## src/logic/dshp_pkg.sv

```systemverilog
package dshp_pkg;

    // ****************************************************************
    // frame and converter word
    // ****************************************************************
    localparam int            WORD_W     = 24;
    localparam int            CNT_W      = 5;
    localparam logic [4:0]    CNT_FULL   = 5'h18;
    localparam logic [4:0]    CNT_OVER   = 5'h19;
    localparam logic [4:0]    CNT_ZERO   = 5'h00;
    localparam logic [23:0]   ZERO_CODE  = 24'h00_0000;
    localparam logic [23:0]   MID_CODE   = 24'h80_0000;
    localparam int            FIFO_DEPTH = 8;

    // ****************************************************************
    // link timing
    // ****************************************************************
    localparam int SCLK_MAX_KHZ   = 25000;
    localparam int REF_CLK_KHZ    = 25000;
    localparam int REF_PERIOD_NS  = 1000000 / REF_CLK_KHZ;
    localparam int SCLK_PERIOD_NS = 1000000 / SCLK_MAX_KHZ;
    // each sclk level must be seen by four samples after the synchroniser
    localparam int SCLK_MIN_CYC   = 4;
    localparam int SCLK_MIN_NS    = SCLK_MIN_CYC * REF_PERIOD_NS;

    // ****************************************************************
    // pin synchroniser slots and reset levels
    // ****************************************************************
    localparam int          SY_SCLK = 0;
    localparam int          SY_CS   = 1;
    localparam int          SY_SIN  = 2;
    localparam int          SY_LOAD = 3;
    localparam int          SY_CLEAR = 4;
    localparam int          SY_RST  = 5;
    localparam int          SY_OPEN = 6;
    localparam int          SY_TEMP = 7;
    localparam int          SY_WDOG = 8;
    localparam int          SY_MID  = 9;
    localparam int          SY_W    = 10;
    localparam logic [9:0]  SY_RST_VAL = 10'h02a;

    typedef enum logic [0:0] {
        ST_IDLE  = 1'b0,
        ST_SHIFT = 1'b1
    } dshp_state_t;

endpackage : dshp_pkg

```

## src/logic/dshp_fifo.sv

```systemverilog
`timescale 1ns/1ps
module dshp_fifo #(
    parameter int W = 24,   // word width
    parameter int D = 8     // depth
) (
    input  wire logic         clk,        // clock
    input  wire logic         rst_b,      // async reset, active low
    input  wire logic         flush,      // synchronous empty
    input  wire logic         in_valid,   // write request
    output      logic         in_ready,   // room for a word
    input  wire logic [W-1:0] in_data,    // write word
    output      logic         out_valid,  // head word present
    input  wire logic         out_ready,  // consumer takes head
    output      logic [W-1:0] out_data    // head word, registered
);
    localparam int AW = $clog2(D);

    logic [W-1:0]  mem [D];
    logic [AW-1:0] wr_ff, nxt_wr, rd_ff, nxt_rd;
    logic [AW:0]   cnt_ff, nxt_cnt;
    logic          ov_ff, nxt_ov;
    logic [W-1:0]  od_ff, nxt_od;
    logic          push, pop;

    assign in_ready  = (cnt_ff != (AW+1)'(D)) && !flush;
    assign out_valid = ov_ff;
    assign out_data  = od_ff;

    always_comb begin
        push    = in_valid && in_ready;
        pop     = (!ov_ff || out_ready) && (cnt_ff != '0);
        nxt_wr  = push ? wr_ff + 1'b1 : wr_ff;
        nxt_rd  = pop ? rd_ff + 1'b1 : rd_ff;
        nxt_cnt = cnt_ff + (AW+1)'(push) - (AW+1)'(pop);
        nxt_ov  = pop ? 1'b1 : (out_ready ? 1'b0 : ov_ff);
        nxt_od  = pop ? mem[rd_ff] : od_ff;
        if (flush) begin
            nxt_wr  = '0;
            nxt_rd  = '0;
            nxt_cnt = '0;
            nxt_ov  = 1'b0;
        end
    end

    always_ff @(posedge clk) begin
        if (push) begin
            mem[wr_ff] <= in_data;
        end
    end

    always_ff @(posedge clk or negedge rst_b) begin
        if (!rst_b) begin
            wr_ff  <= '0;
            rd_ff  <= '0;
            cnt_ff <= '0;
            ov_ff  <= 1'b0;
            od_ff  <= '0;
        end else begin
            wr_ff  <= nxt_wr;
            rd_ff  <= nxt_rd;
            cnt_ff <= nxt_cnt;
            ov_ff  <= nxt_ov;
            od_ff  <= nxt_od;
        end
    end

endmodule : dshp_fifo

```

## src/logic/dshp_port.sv

```systemverilog
`timescale 1ns/1ps
module dshp_port (
    input  wire logic                 ref_clk,        // 25 MHz clock
    input  wire logic                 rst_b,          // async reset
    input  wire logic                 sclk_in,        // serial clock pin
    input  wire logic                 cs_n,           // chip select pin
    input  wire logic                 serial_in,      // serial data pin
    output      logic                 serial_out,     // serial data out
    output      logic                 serial_out_oe,  // drive serial_out
    input  wire logic                 load_output_n,  // load strobe pin
    input  wire logic                 clear_in,       // clear level pin
    input  wire logic                 clear_mid_sel,  // clear to mid code
    input  wire logic                 reset_pin_n,    // device reset pin
    input  wire logic                 open_circuit,   // alarm source
    input  wire logic                 over_temp,      // alarm source
    input  wire logic                 wdog_timeout,   // alarm source
    output      logic                 alarm_out,      // alarm pin level
    output      logic                 alarm_oe,       // alarm pulls low
    output      logic [dshp_pkg::WORD_W-1:0] dac_code,  // converter code
    output      logic                 word_dropped    // frame lost, pulse
);
    import dshp_pkg::*;

    // ****************************************************************
    // edge helpers
    // ****************************************************************
    function automatic logic fell(input logic prev, input logic cur);
        fell = prev && !cur;
    endfunction : fell

    function automatic logic rose(input logic prev, input logic cur);
        rose = !prev && cur;
    endfunction : rose

    // ****************************************************************
    // pin synchroniser
    // ****************************************************************
    logic [SY_W-1:0] raw, sy1_ff, sy2_ff;
    logic            sclk_d_ff, cs_d_ff;

    assign raw = {clear_mid_sel, wdog_timeout, over_temp, open_circuit,
                  reset_pin_n, clear_in, load_output_n, serial_in,
                  cs_n, sclk_in};

    genvar g;
    generate
        for (g = 0; g < SY_W; g++) begin : g_sync
            always_ff @(posedge ref_clk or negedge rst_b) begin
                if (!rst_b) begin
                    sy1_ff[g] <= SY_RST_VAL[g];
                    sy2_ff[g] <= SY_RST_VAL[g];
                end else begin
                    sy1_ff[g] <= raw[g];
                    sy2_ff[g] <= sy1_ff[g];
                end
            end
        end
    endgenerate

    logic sclk_s, cs_s, sin_s, load_s, clear_s, srst, mid_s, alarm_any;
    logic sclk_fall, cs_fall, cs_rise;

    always_comb begin
        sclk_s    = sy2_ff[SY_SCLK];
        cs_s      = sy2_ff[SY_CS];
        sin_s     = sy2_ff[SY_SIN];
        load_s    = sy2_ff[SY_LOAD];
        clear_s   = sy2_ff[SY_CLEAR];
        mid_s     = sy2_ff[SY_MID];
        srst      = !sy2_ff[SY_RST];
        alarm_any = sy2_ff[SY_OPEN] | sy2_ff[SY_TEMP] | sy2_ff[SY_WDOG];
        sclk_fall = fell(sclk_d_ff, sclk_s);
        cs_fall   = fell(cs_d_ff, cs_s);
        cs_rise   = rose(cs_d_ff, cs_s);
    end

    // ****************************************************************
    // serial shifter
    // ****************************************************************
    dshp_state_t       state_ff, nxt_state;
    logic [CNT_W-1:0]  cnt_ff, nxt_cnt;
    logic [WORD_W-1:0] rx_ff, nxt_rx, tx_ff, nxt_tx, rb_ff, nxt_rb;
    logic              so_ff, nxt_so, drop_ff, nxt_drop;
    logic              frame_done, fifo_in_ready;

    always_comb begin
        nxt_state  = state_ff;
        nxt_cnt    = cnt_ff;
        nxt_rx     = rx_ff;
        nxt_tx     = tx_ff;
        nxt_rb     = rb_ff;
        nxt_so     = so_ff;
        nxt_drop   = 1'b0;
        frame_done = (state_ff == ST_SHIFT) && cs_rise && (cnt_ff == CNT_FULL);
        case (state_ff)
            ST_IDLE: begin
                if (cs_fall) begin
                    nxt_state = ST_SHIFT;
                    nxt_cnt   = CNT_ZERO;
                    nxt_so    = rb_ff[WORD_W-1];
                    nxt_tx    = {rb_ff[WORD_W-2:0], 1'b0};
                end
            end
            ST_SHIFT: begin
                if (cs_rise) begin
                    nxt_state = ST_IDLE;
                    if (frame_done && fifo_in_ready) begin
                        nxt_rb = rx_ff;
                    end
                    nxt_drop = frame_done && !fifo_in_ready;
                end else if (sclk_fall) begin
                    nxt_rx = {rx_ff[WORD_W-2:0], sin_s};
                    nxt_cnt = (cnt_ff == CNT_OVER) ? cnt_ff : cnt_ff + 1'b1;
                    nxt_so = tx_ff[WORD_W-1];
                    nxt_tx = {tx_ff[WORD_W-2:0], 1'b0};
                end
            end
            default: nxt_state = ST_IDLE;
        endcase
        if (srst) begin
            nxt_state = ST_IDLE;
            nxt_cnt   = CNT_ZERO;
            nxt_rx    = ZERO_CODE;
            nxt_tx    = ZERO_CODE;
            nxt_rb    = ZERO_CODE;
            nxt_so    = 1'b0;
            nxt_drop  = 1'b0;
        end
    end

    always_ff @(posedge ref_clk or negedge rst_b) begin
        if (!rst_b) begin
            state_ff  <= ST_IDLE;
            cnt_ff    <= CNT_ZERO;
            rx_ff     <= ZERO_CODE;
            tx_ff     <= ZERO_CODE;
            rb_ff     <= ZERO_CODE;
            so_ff     <= 1'b0;
            drop_ff   <= 1'b0;
            sclk_d_ff <= SY_RST_VAL[SY_SCLK];
            cs_d_ff   <= SY_RST_VAL[SY_CS];
        end else begin
            state_ff  <= nxt_state;
            cnt_ff    <= nxt_cnt;
            rx_ff     <= nxt_rx;
            tx_ff     <= nxt_tx;
            rb_ff     <= nxt_rb;
            so_ff     <= nxt_so;
            drop_ff   <= nxt_drop;
            sclk_d_ff <= sclk_s;
            cs_d_ff   <= cs_s;
        end
    end

    // ****************************************************************
    // word queue and converter register
    // ****************************************************************
    logic              q_valid, q_ready;
    logic [WORD_W-1:0] q_data;
    logic [WORD_W-1:0] dreg_ff, nxt_dreg, code_ff, nxt_code;
    logic              alarm_ff, nxt_alarm;

    assign q_ready = !load_s && !srst;

    dshp_fifo #(
        .W (WORD_W),
        .D (FIFO_DEPTH)
    ) u_fifo (
        .clk       (ref_clk),
        .rst_b     (rst_b),
        .flush     (srst),
        .in_valid  (frame_done),
        .in_ready  (fifo_in_ready),
        .in_data   (rx_ff),
        .out_valid (q_valid),
        .out_ready (q_ready),
        .out_data  (q_data)
    );

    always_comb begin
        nxt_dreg  = dreg_ff;
        if (q_valid && q_ready) begin
            nxt_dreg = q_data;
        end
        nxt_code  = clear_s ? (mid_s ? MID_CODE : ZERO_CODE) : dreg_ff;
        nxt_alarm = alarm_any;
        if (srst) begin
            nxt_dreg  = ZERO_CODE;
            nxt_code  = ZERO_CODE;
            nxt_alarm = 1'b0;
        end
    end

    always_ff @(posedge ref_clk or negedge rst_b) begin
        if (!rst_b) begin
            dreg_ff  <= ZERO_CODE;
            code_ff  <= ZERO_CODE;
            alarm_ff <= 1'b0;
        end else begin
            dreg_ff  <= nxt_dreg;
            code_ff  <= nxt_code;
            alarm_ff <= nxt_alarm;
        end
    end

    assign serial_out_oe = (state_ff == ST_SHIFT) && !cs_s;
    assign serial_out    = so_ff;
    assign alarm_out     = 1'b0;
    assign alarm_oe      = alarm_ff;
    assign dac_code      = code_ff;
    assign word_dropped  = drop_ff;
endmodule : dshp_port

```

## config.mk

```make
export PLATFORM = sky130hd
export DESIGN_NAME = dshp_port
export DESIGN_NICKNAME = d
export VERILOG_FILES = /design/src/logic/dshp_pkg.sv /design/src/logic/dshp_fifo.sv /design/src/logic/dshp_port.sv
export SDC_FILE = /design/constraint.sdc
export NUM_CORES = 1
export LEC_CHECK = 0
export BUFFER_PORTS_ARGS = -buffer_cell sky130_fd_sc_hd__buf_2
export CAP_MARGIN = 40
export CORE_ASPECT_RATIO = 0.5
export CORE_MARGIN = 2
export CORE_UTILIZATION = 61
export DETAILED_ROUTE_END_ITERATION = 8
export PLACE_DENSITY = 0.84
export SETUP_SLACK_MARGIN = 0.3
export SLEW_MARGIN = 20
export SYNTH_ARGS = -nofsm -noshare
export SYNTH_HDL_FRONTEND = slang
export SYNTH_SLANG_ARGS = --single-unit
```

## constraint.sdc

```tcl
create_clock -name ref_clk -period 9.3 [get_ports ref_clk]
set_input_delay 0.465 -clock ref_clk [delete_from_list [all_inputs] [get_ports ref_clk]]
set_output_delay 0.465 -clock ref_clk [all_outputs]
set_load 0.1 [all_outputs]
```

==> impl_metrics.env, run 1 <==
export IMPL_status="finished clean"
export IMPL_tightest_slew_ns=0.818
export IMPL_clock_latency_ns=0.56
export IMPL_cts_sinks=377
export IMPL_cp_required_ns=9.73
export IMPL_p_per_area_nw_per_um2=188
export IMPL_crit_buf_inv=1
export IMPL_maxSlewViolCount=0
export IMPL_rows=40
export IMPL_finalCoreUtilization=0.688
export IMPL_layout_common_cells="192 x edfxtp_1, 179 x nand2_1, 177 x dfrtp_1"
export IMPL_max_cap_violations=0
export IMPL_globalplace_congestion=0.759
export IMPL_core_area_um2=23800
export IMPL_pre_cts_slack_ns=6.23
export IMPL_start_util=0.617
export IMPL_clockBufferDepth=3
export IMPL_crit_fanout=36
export IMPL_startpoint_type="flop"
export IMPL_p_leak_nw=6.19
export IMPL_synth_warnings=0
export IMPL_clock_root_buffer="clkbuf_16"
export IMPL_antenna_found_initial=0
export IMPL_synth_area_per_cell_um2=13.9
export IMPL_cts_buffers=31
export IMPL_ir_worst_vdd_v=0.000143
export IMPL_synth_distinct_cells=41
export IMPL_grt_max_degree=106
export IMPL_drcViolationCount=0
export IMPL_die_width_um=223
export IMPL_ioPinCount=41
export IMPL_overflow=0
export IMPL_h_tree_depth=1
export IMPL_clkTransAtPathRegs_ns=0.07
export IMPL_path_cells="nand2b_1 -> a21oi_2 -> buf_4 -> nand2b_1 -> ha_1 -> a21o_1 -> a21oi_1 -> xnor2_1 -> nor2_1"
export IMPL_crit_path_frequent_cell="nand2b_1"
export IMPL_firstDrtPassIters=5
export IMPL_finalSetupViolCount=0
export IMPL_ys_seq_elements=377
export IMPL_end_kind="flop"
export IMPL_synthCells=1057
export IMPL_layout_setup_ws_ns=6.09
export IMPL_placement_io_buffers=39
export IMPL_worst_path_largest_cell_delay_ns=1.07
export IMPL_rsz0062_at_grt="false"
export IMPL_min_period_ns=3.21
export IMPL_ys_top_cells_by_area="edfxtp_1 39%, dfrtp_1 30%, mux2i_1 9.9%"
export IMPL_netlist_area_um2=14700
export IMPL_drive_above_1_share=0.117
export IMPL_initialDrtViolationCount=1089
export IMPL_area_growth_pct=11.6
export IMPL_wl_per_cell_um=21.2
export IMPL_hold_violations=0
export IMPL_cts_tree="yes"
export IMPL_cpLargestDelayFamily="flip-flops"
export IMPL_antennaDiodeCount=0
export IMPL_mostFrequentLayoutCell="edfxtp_1"
export IMPL_fin_tns_setup_ns=0
export IMPL_fmax_mhz=312
export IMPL_cpMaxStageDelayCell="dfstp_2"
export IMPL_fin_nets=1120
export IMPL_grtUsageTotal=0.247
export IMPL_arrival_ns=3.64
export IMPL_grt_pass1_wl_mm=48.0
export IMPL_total_power_mw=3.09
export IMPL_die_area_um2=25400
export IMPL_relSlewSlack=0.454
export IMPL_ant_nets=0
export IMPL_dp_hpwl_mm=17.3
export IMPL_path_class="flop to flop"
export IMPL_ys_seq_area_frac=0.708
export IMPL_nFillCells=1469
export IMPL_synth_top_area_share=0.392
export IMPL_finClkSkew_ns=0.00898
export IMPL_wirelength_mm=30.5
export IMPL_hold_path_class="input pin to flop"
export IMPL_grt_pass1_vias=8790
export IMPL_num_vias=8705
export IMPL_synth_largest_area_cell="edfxtp_1"
export IMPL_via_per_inst=6.06
export IMPL_cts_resized=0
export IMPL_final_period_utilization=0.345
export IMPL_synthesis_nets=1080
export IMPL_die_h_um=114
## layer usage
metal  up-vias  routed length, µm  track usage  share of wire
li1       3856                  -            -              -
met1      4417              12600        0.348           0.41
met4         0                674       0.0724          0.022
met3        60               2620       0.0526          0.086
met2       372              14500        0.397           0.48
met5         -                  0            0              0
## Yosys cell counts, drive strengths merged
cell and n:
a21o 3, a21oi 30, a22o 1, a22oi 48, a311oi 1, and2 31, and3 1, buf 36
clkbuf 29, conb 1, dfrtp 178, dfstp 7, edfxtp 192, fa 1, ha 10, inv 10
mux2 1, mux2i 146, nand2 179, nand2b 4, nand3 54, nand3b 1, nor2 38, nor2b 5
nor3 4, nor3b 4, nor4 2, nor4b 3, o21ai 4, o31ai 26, o41ai 1, or2 1
or3 1, xnor2 4
## where the power goes
group | switching, mW | total, mW | internal, mW | leakage (nW)
clock | 0.564 | 1.27 | 0.709 | 0.477
sequential | 0.00557 | 1.75 | 1.75 | 4.07
combinational | 0.0448 | 0.0593 | 0.0145 | 1.65
total | 0.614 | 3.09 | 2.47 | 6.19
## flip-flops by register name (all words and copies together) (netlist names), 3 cells and up
| name | cells |
|---|---|
| cnt_ff | 5 |
| dreg_ff | 24 |
| u_fifo.rd_ff | 3 |
| dac_code | 24 |
| tx_ff | 23 |
| u_fifo.out_data | 24 |
| sy2_ff | 4 |
| u_fifo.wr_ff | 3 |
| sy1_ff | 10 |
| u_fifo.cnt_ff | 4 |
| rb_ff | 24 |
| rx_ff | 24 |
| u_fifo.mem | 192 |
## cell families after synthesis
family | synth area share
XOR/XNOR | 0.00238
adder cells (fa/ha/maj) | 0.00988
other | 0.000255
flip-flops | 0.708
AND/OR/NAND/NOR | 0.101
AO/OA/AOI/OAI | 0.0534
multiplexers | 0.100
buffers and inverters | 0.0244
## path summary, 6_finish.rpt
kind	slack [ns]	startpoint	endpoint	cells after the start
worst min-delay path	0.02	wdog_timeout	sy1_ff[8]	1
min in group asynchronous	0.36	rst_b	sy2_ff[8]	2
max in group asynchronous	7.56	rst_b	u_fifo.out_data[12]	5
worst min register to register	0.35	sy1_ff[2]	sin_s	0
worst max-delay path	6.09	sy2_ff[5]	u_fifo.cnt_ff[3]	9
worst max register to register	6.09	sy2_ff[5]	u_fifo.cnt_ff[3]	9
## final cells by class
class / instances / area [µm²] / area share
inverter: 10 / 37.5 / 0.00229
clock buffer: 40 / 830 / 0.0506
multi-input combinational: 605 / 3990 / 0.243
timing repair buffer: 72 / 587 / 0.0358
tap: 315 / 394 / 0.0240
sequential: 377 / 10400 / 0.635
clock inverter: 17 / 151 / 0.00923
## repair_timing
action	4_1_cts	5_1_grt
hold buffers	3	2
endpoints found under the hold margin	3	30
setup buffers	0	0
## through the flow
stage / hold WS (ns) / instance area [µm²] / instances
after floorplan: 0.169 / 14700 / 1057
after global placement: 0.331 / 15200 / 1365
after detailed placement: 0.340 / 15300 / 1371
after CTS: 0.00359 / 16300 / 1431
after global routing: 0.00243 / 16400 / 1436
final: 0.0163 / 16400 / 1436
Note: power is estimated with default switching activity, not from simulation.
==> run 2: changes to the inputs <==
clock period = 3 ns   (was 9.3 ns; I/O delays follow)
==> impl_metrics.env, run 2 (same netlist as run 1, synthesis figures left out) <==
export IMPL_ir_worst_vdd_v=0.000378
export IMPL_path_cells="nand2b_1 -> nor4_4 -> buf_4 -> nand2_1 -> nor3_4 -> buf_4"
export IMPL_clockBufferDepth=3
export IMPL_antennaDiodeCount=0
export IMPL_largest_reg_flops=192
export IMPL_crit_path_frequent_cell="buf_4"
export IMPL_status="finished clean"
export IMPL_h_tree_depth=2
export IMPL_nFillCells=1449
export IMPL_overflow=0
export IMPL_final_period_utilization=0.815
export IMPL_via_per_inst=6.01
export IMPL_finalSetupViolCount=0
export IMPL_firstDrtPassIters=5
export IMPL_num_vias=8716
export IMPL_die_width_um=223
export IMPL_cts_tree="yes"
export IMPL_largest_register="u_fifo.mem"
export IMPL_die_h_um=114
export IMPL_cts_sinks=377
export IMPL_ioPinCount=41
export IMPL_hold_violations=0
export IMPL_core_area_um2=23800
export IMPL_layout_setup_ws_ns=0.555
export IMPL_p_leak_nw=6.31
export IMPL_grt_pass1_wl_mm=48.1
export IMPL_grtUsageTotal=0.248
export IMPL_path_class="flop to flop"
export IMPL_dp_hpwl_mm=17.6
export IMPL_arrival_ns=2.63
export IMPL_end_kind="flop"
export IMPL_finClkSkew_ns=0.0207
export IMPL_drcViolationCount=0
export IMPL_cts_buffers=34
export IMPL_globalplace_congestion=0.776
export IMPL_die_area_um2=25400
export IMPL_fmax_mhz=409
export IMPL_crit_buf_inv=2
export IMPL_cp_required_ns=3.18
export IMPL_ant_nets=0
export IMPL_cpLargestDelayFamily="simple AND/OR/NAND/NOR gates"
export IMPL_wirelength_mm=30.7
export IMPL_clock_latency_ns=0.53
export IMPL_worst_path_largest_cell_delay_ns=0.57
export IMPL_hold_path_class="input pin to asynchronous set/reset pin"
export IMPL_fin_nets=1133
export IMPL_maxSlewViolCount=0
export IMPL_placement_io_buffers=39
export IMPL_fin_tns_setup_ns=0
export IMPL_startpoint_type="flop"
export IMPL_area_growth_pct=13.3
export IMPL_max_cap_violations=0
export IMPL_mostFrequentLayoutCell="edfxtp_1"
export IMPL_layout_common_cells="192 x edfxtp_1, 179 x nand2_1, 177 x dfrtp_1"
export IMPL_grt_max_degree=84
export IMPL_relSlewSlack=0.568
export IMPL_min_period_ns=2.44
export IMPL_drive_above_1_share=0.129
export IMPL_antenna_found_initial=0
export IMPL_clock_root_buffer="clkbuf_16"
export IMPL_p_per_area_nw_per_um2=609
export IMPL_pre_cts_slack_ns=0.567
export IMPL_crit_fanout=24
export IMPL_grt_pass1_vias=8757
export IMPL_tightest_slew_ns=0.648
export IMPL_initialDrtViolationCount=912
export IMPL_clkTransAtPathRegs_ns=0.07
export IMPL_wl_per_cell_um=21.2
export IMPL_cts_setup_buffers=0
export IMPL_cpMaxStageDelayCell="dfstp_2"
export IMPL_start_util=0.617
export IMPL_rows=40
export IMPL_rsz0062_at_grt="false"
-- run 2: cell types whose count changed in the layout (fill, tap and decap cells not counted), sizes merged --
| cell | delta |
|---|---|
| clkinv | -10 |
| bufinv | -1 |
| inv | +1 |
| clkbuf | +16 |
| buf | +4 |
| clkinvlp | -1 |
| dlygate4sd3 | +6 |
-- run 2: what timing repair did --
| item | in CTS | in global routing |
|---|---|---|
| hold endpoints to repair | 82 | 0 |
| hold buffers | 11 | 0 |
| gates resized for setup | 0 | 0 |
| endpoints found under the setup margin | 0 | 0 |
-- run 2: layer usage --
layer / GRT usage / routed length [µm]
met4: 0.0720 / 664
met1: 0.342 / 12600
met3: 0.0497 / 2750
met2: 0.411 / 14700
met5: 0 / 0
-- run 2: path summary, 6_finish.rpt --
kind | cells after the start | to | slack, ns | startpoint
worst max-delay path | 6 | u_fifo.mem[5][1] | 0.56 | cs_s
worst min-delay path | 2 | tx_ff[23] | 0.22 | rst_b
worst max register to register | 6 | u_fifo.mem[5][1] | 0.56 | cs_s
worst min register to register | 0 | cs_s | 0.35 | sy1_ff[1]
max in group asynchronous | 3 | cs_d_ff | 1.98 | rst_b
min in group ref_clk | 2 | sy1_ff[3] | 0.27 | load_output_n
-- run 2: final cells by class --
type                            instances  area, µm²  share of cell area
Timing Repair Buffer                   82        599              0.0360
Inverter                               10       37.5             0.00226
Sequential cell                       377      10400               0.625
Multi-Input combinational cell        605       4020               0.242
Clock inverter                          6       87.6             0.00526
Tap cell                              315        394              0.0237
Clock buffer                           56       1090              0.0656
-- run 2: power breakdown --
part / internal (mW) / switching (mW) / total [mW]
Clock: 2.68 / 1.84 / 4.51
Combinational: 0.0455 / 0.142 / 0.187
Sequential: 5.42 / 0.0132 / 5.43
-- run 2: stage by stage --
| step | hold slack [ns] | area (µm²) | instances | utilization | total power [mW] |
|---|---|---|---|---|---|
| floorplan | -0.146 | 14700 | 1057 | - | 5.63 |
| global placement | 0.210 | 15300 | 1376 | 0.643 | 5.71 |
| detailed placement | 0.223 | 15400 | 1378 | 0.644 | 5.72 |
| CTS | 0.233 | 16600 | 1451 | 0.698 | 10.2 |
| global route | 0.263 | 16600 | 1451 | 0.698 | 10.4 |
| finish | 0.216 | 16600 | 1451 | 0.698 | 10.1 |
==> run 3: changes to the inputs <==
clock period = 2.27 ns   (was 3 ns; I/O delays follow)
==> impl_metrics.env, run 3 (same netlist as run 1, synthesis figures left out) <==
export IMPL_regToRegSetupSlack_ns=-0.01
export IMPL_globalplace_congestion=0.777
export IMPL_finalSetupViolCount=11
export IMPL_via_per_inst=6.40
export IMPL_status="finished with violations"
export IMPL_crit_fanout=7
export IMPL_cts_tree="yes"
export IMPL_clock_root_buffer="clkbuf_16"
export IMPL_ioPinCount=41
export IMPL_mostFrequentLayoutCell="edfxtp_1"
export IMPL_largest_reg_flops=192
export IMPL_clockBufferDepth=3
export IMPL_arrival_ns=2.57
export IMPL_relSlewSlack=0.574
export IMPL_ant_nets=0
export IMPL_cts_sinks=377
export IMPL_dp_cells=1382
export IMPL_final_period_utilization=1.01
export IMPL_fin_nets=1180
export IMPL_grt_pass1_wl_mm=52.2
export IMPL_rows=40
export IMPL_die_width_um=223
export IMPL_violations="setup timing"
export IMPL_min_period_ns=2.28
export IMPL_h_tree_depth=1
export IMPL_clkTransAtPathRegs_ns=0.07
export IMPL_start_util=0.617
export IMPL_layout_cells_non_filler=1495
export IMPL_largest_register="u_fifo.mem"
export IMPL_p_leak_nw=6.76
export IMPL_overflow=0
export IMPL_rsz0062_at_grt="true"
export IMPL_wl_per_cell_um=25.5
export IMPL_startpoint_type="flop"
export IMPL_area_growth_pct=19.5
export IMPL_end_kind="flop"
export IMPL_num_vias=9568
export IMPL_grt_max_degree=81
export IMPL_drive_above_1_share=0.181
export IMPL_maxSlewViolCount=0
export IMPL_hold_slack_ns=0.0263
export IMPL_die_h_um=114
export IMPL_ir_worst_vdd_v=0.000563
export IMPL_tightest_slew_ns=0.639
export IMPL_antennaDiodeCount=0
export IMPL_layout_setup_ws_ns=-0.0120
export IMPL_grtUsageTotal=0.270
export IMPL_hold_violations=0
export IMPL_max_cap_violations=0
export IMPL_placed_area_um2=15600
export IMPL_fmax_mhz=438
export IMPL_hold_path_class="input pin to asynchronous set/reset pin"
export IMPL_p_per_area_nw_per_um2=752
export IMPL_placement_io_buffers=39
export IMPL_die_area_um2=25400
export IMPL_antenna_found_initial=0
export IMPL_cts_buffers=31
export IMPL_firstDrtPassIters=5
export IMPL_wirelength_mm=38.1
export IMPL_layout_common_cells="192 x edfxtp_1, 177 x nand2_1, 176 x dfrtp_1"
export IMPL_grt_pass1_vias=9106
export IMPL_dp_hpwl_mm=18.3
export IMPL_path_class="flop to flop"
export IMPL_drcViolationCount=0
export IMPL_finClkSkew_ns=0.0421
export IMPL_design_area_um2=17600
export IMPL_clock_latency_ns=0.61
export IMPL_initialDrtViolationCount=1572
export IMPL_core_area_um2=23800
export IMPL_cp_required_ns=2.56
==> run 3: changes by cell type in the layout (fill, tap and decap cells not counted), moves of 5 or more <==
cell	before	now
buf_6	2	13
clkbuf_1	10	3
buf_16	0	6
buf_12	3	18
mux2i_1	146	141
clkinv_1	0	6
buf_4	27	35
==> run 3: report_power, final <==
group | switching [mW] | internal [mW] | total, mW
Sequential | 0.0164 | 7.16 | 7.17
Clock | 2.56 | 3.21 | 5.76
Combinational | 0.196 | 0.0690 | 0.265
==> run 3: layer usage <==
| metal | wire length, µm | vias up | part of all wire | GRT usage |
|---|---|---|---|---|
| li1 | - | 3987 | - | - |
| met1 | 14500 | 4751 | 0.38 | 0.372 |
| met2 | 18100 | 722 | 0.47 | 0.436 |
| met3 | 4300 | 108 | 0.11 | 0.0659 |
| met4 | 1200 | 0 | 0.031 | 0.0836 |
| met5 | 0 | - | 0 | 0 |
==> run 3: repair_timing <==
action	CTS	global route
cloned	7	10
endpoints found under the hold margin	188	0
resized for setup	17	30
buffers inserted	15	14
hold buffers	11	0
endpoints found under the setup margin	219	221
pin swaps	1	6
==> run 3: final cells by class <==
cell class	count	area (µm²)
fill	1247	6260
timing repair buffer	132	1490
clock buffer	38	842
inverter	10	37.5
clock inverter	18	225
sequential	377	10400
tap	315	394
multi-input combinational	605	4160
==> run 3: critical path, stage by stage (launching register included) <==
cell,delay (ns)
dfrtp_1,0.42
inv_2,0.11
ha_4,0.15
nand2_4,0.06
nor4_4,0.34
buf_4,0.22
buf_6,0.11
nor4b_4,0.26
buf_4,0.20
buf_6,0.14
==> run 3: path summary, 6_finish.rpt <==
kind | startpoint | end | depth (start not counted)
worst max-delay path | cnt_ff[1] | u_fifo.mem[0][20] | 9
worst min-delay path | rst_b | dreg_ff[17] | 2
worst max register to register | cnt_ff[1] | u_fifo.mem[0][20] | 9
worst min register to register | sy1_ff[6] | sy2_ff[6] | 0
max in group asynchronous | rst_b | cs_s | 3
min in group ref_clk | clear_in | sy1_ff[4] | 2
==> run 3: stage by stage <==
step	util	worst slack [ns]	setup TNS, ns	total power [mW]
6_report	0.737	-0.0120	-0.0793	13.2
5_1_grt	0.737	-0.0748	-0.663	13.5
4_1_cts	0.718	0.0763	0	13.1
3_5_place_dp	0.653	0.0255	0	7.56
3_3_place_gp	0.653	0.122	0	7.55
2_1_floorplan	-	-0.314	-37.49	7.44
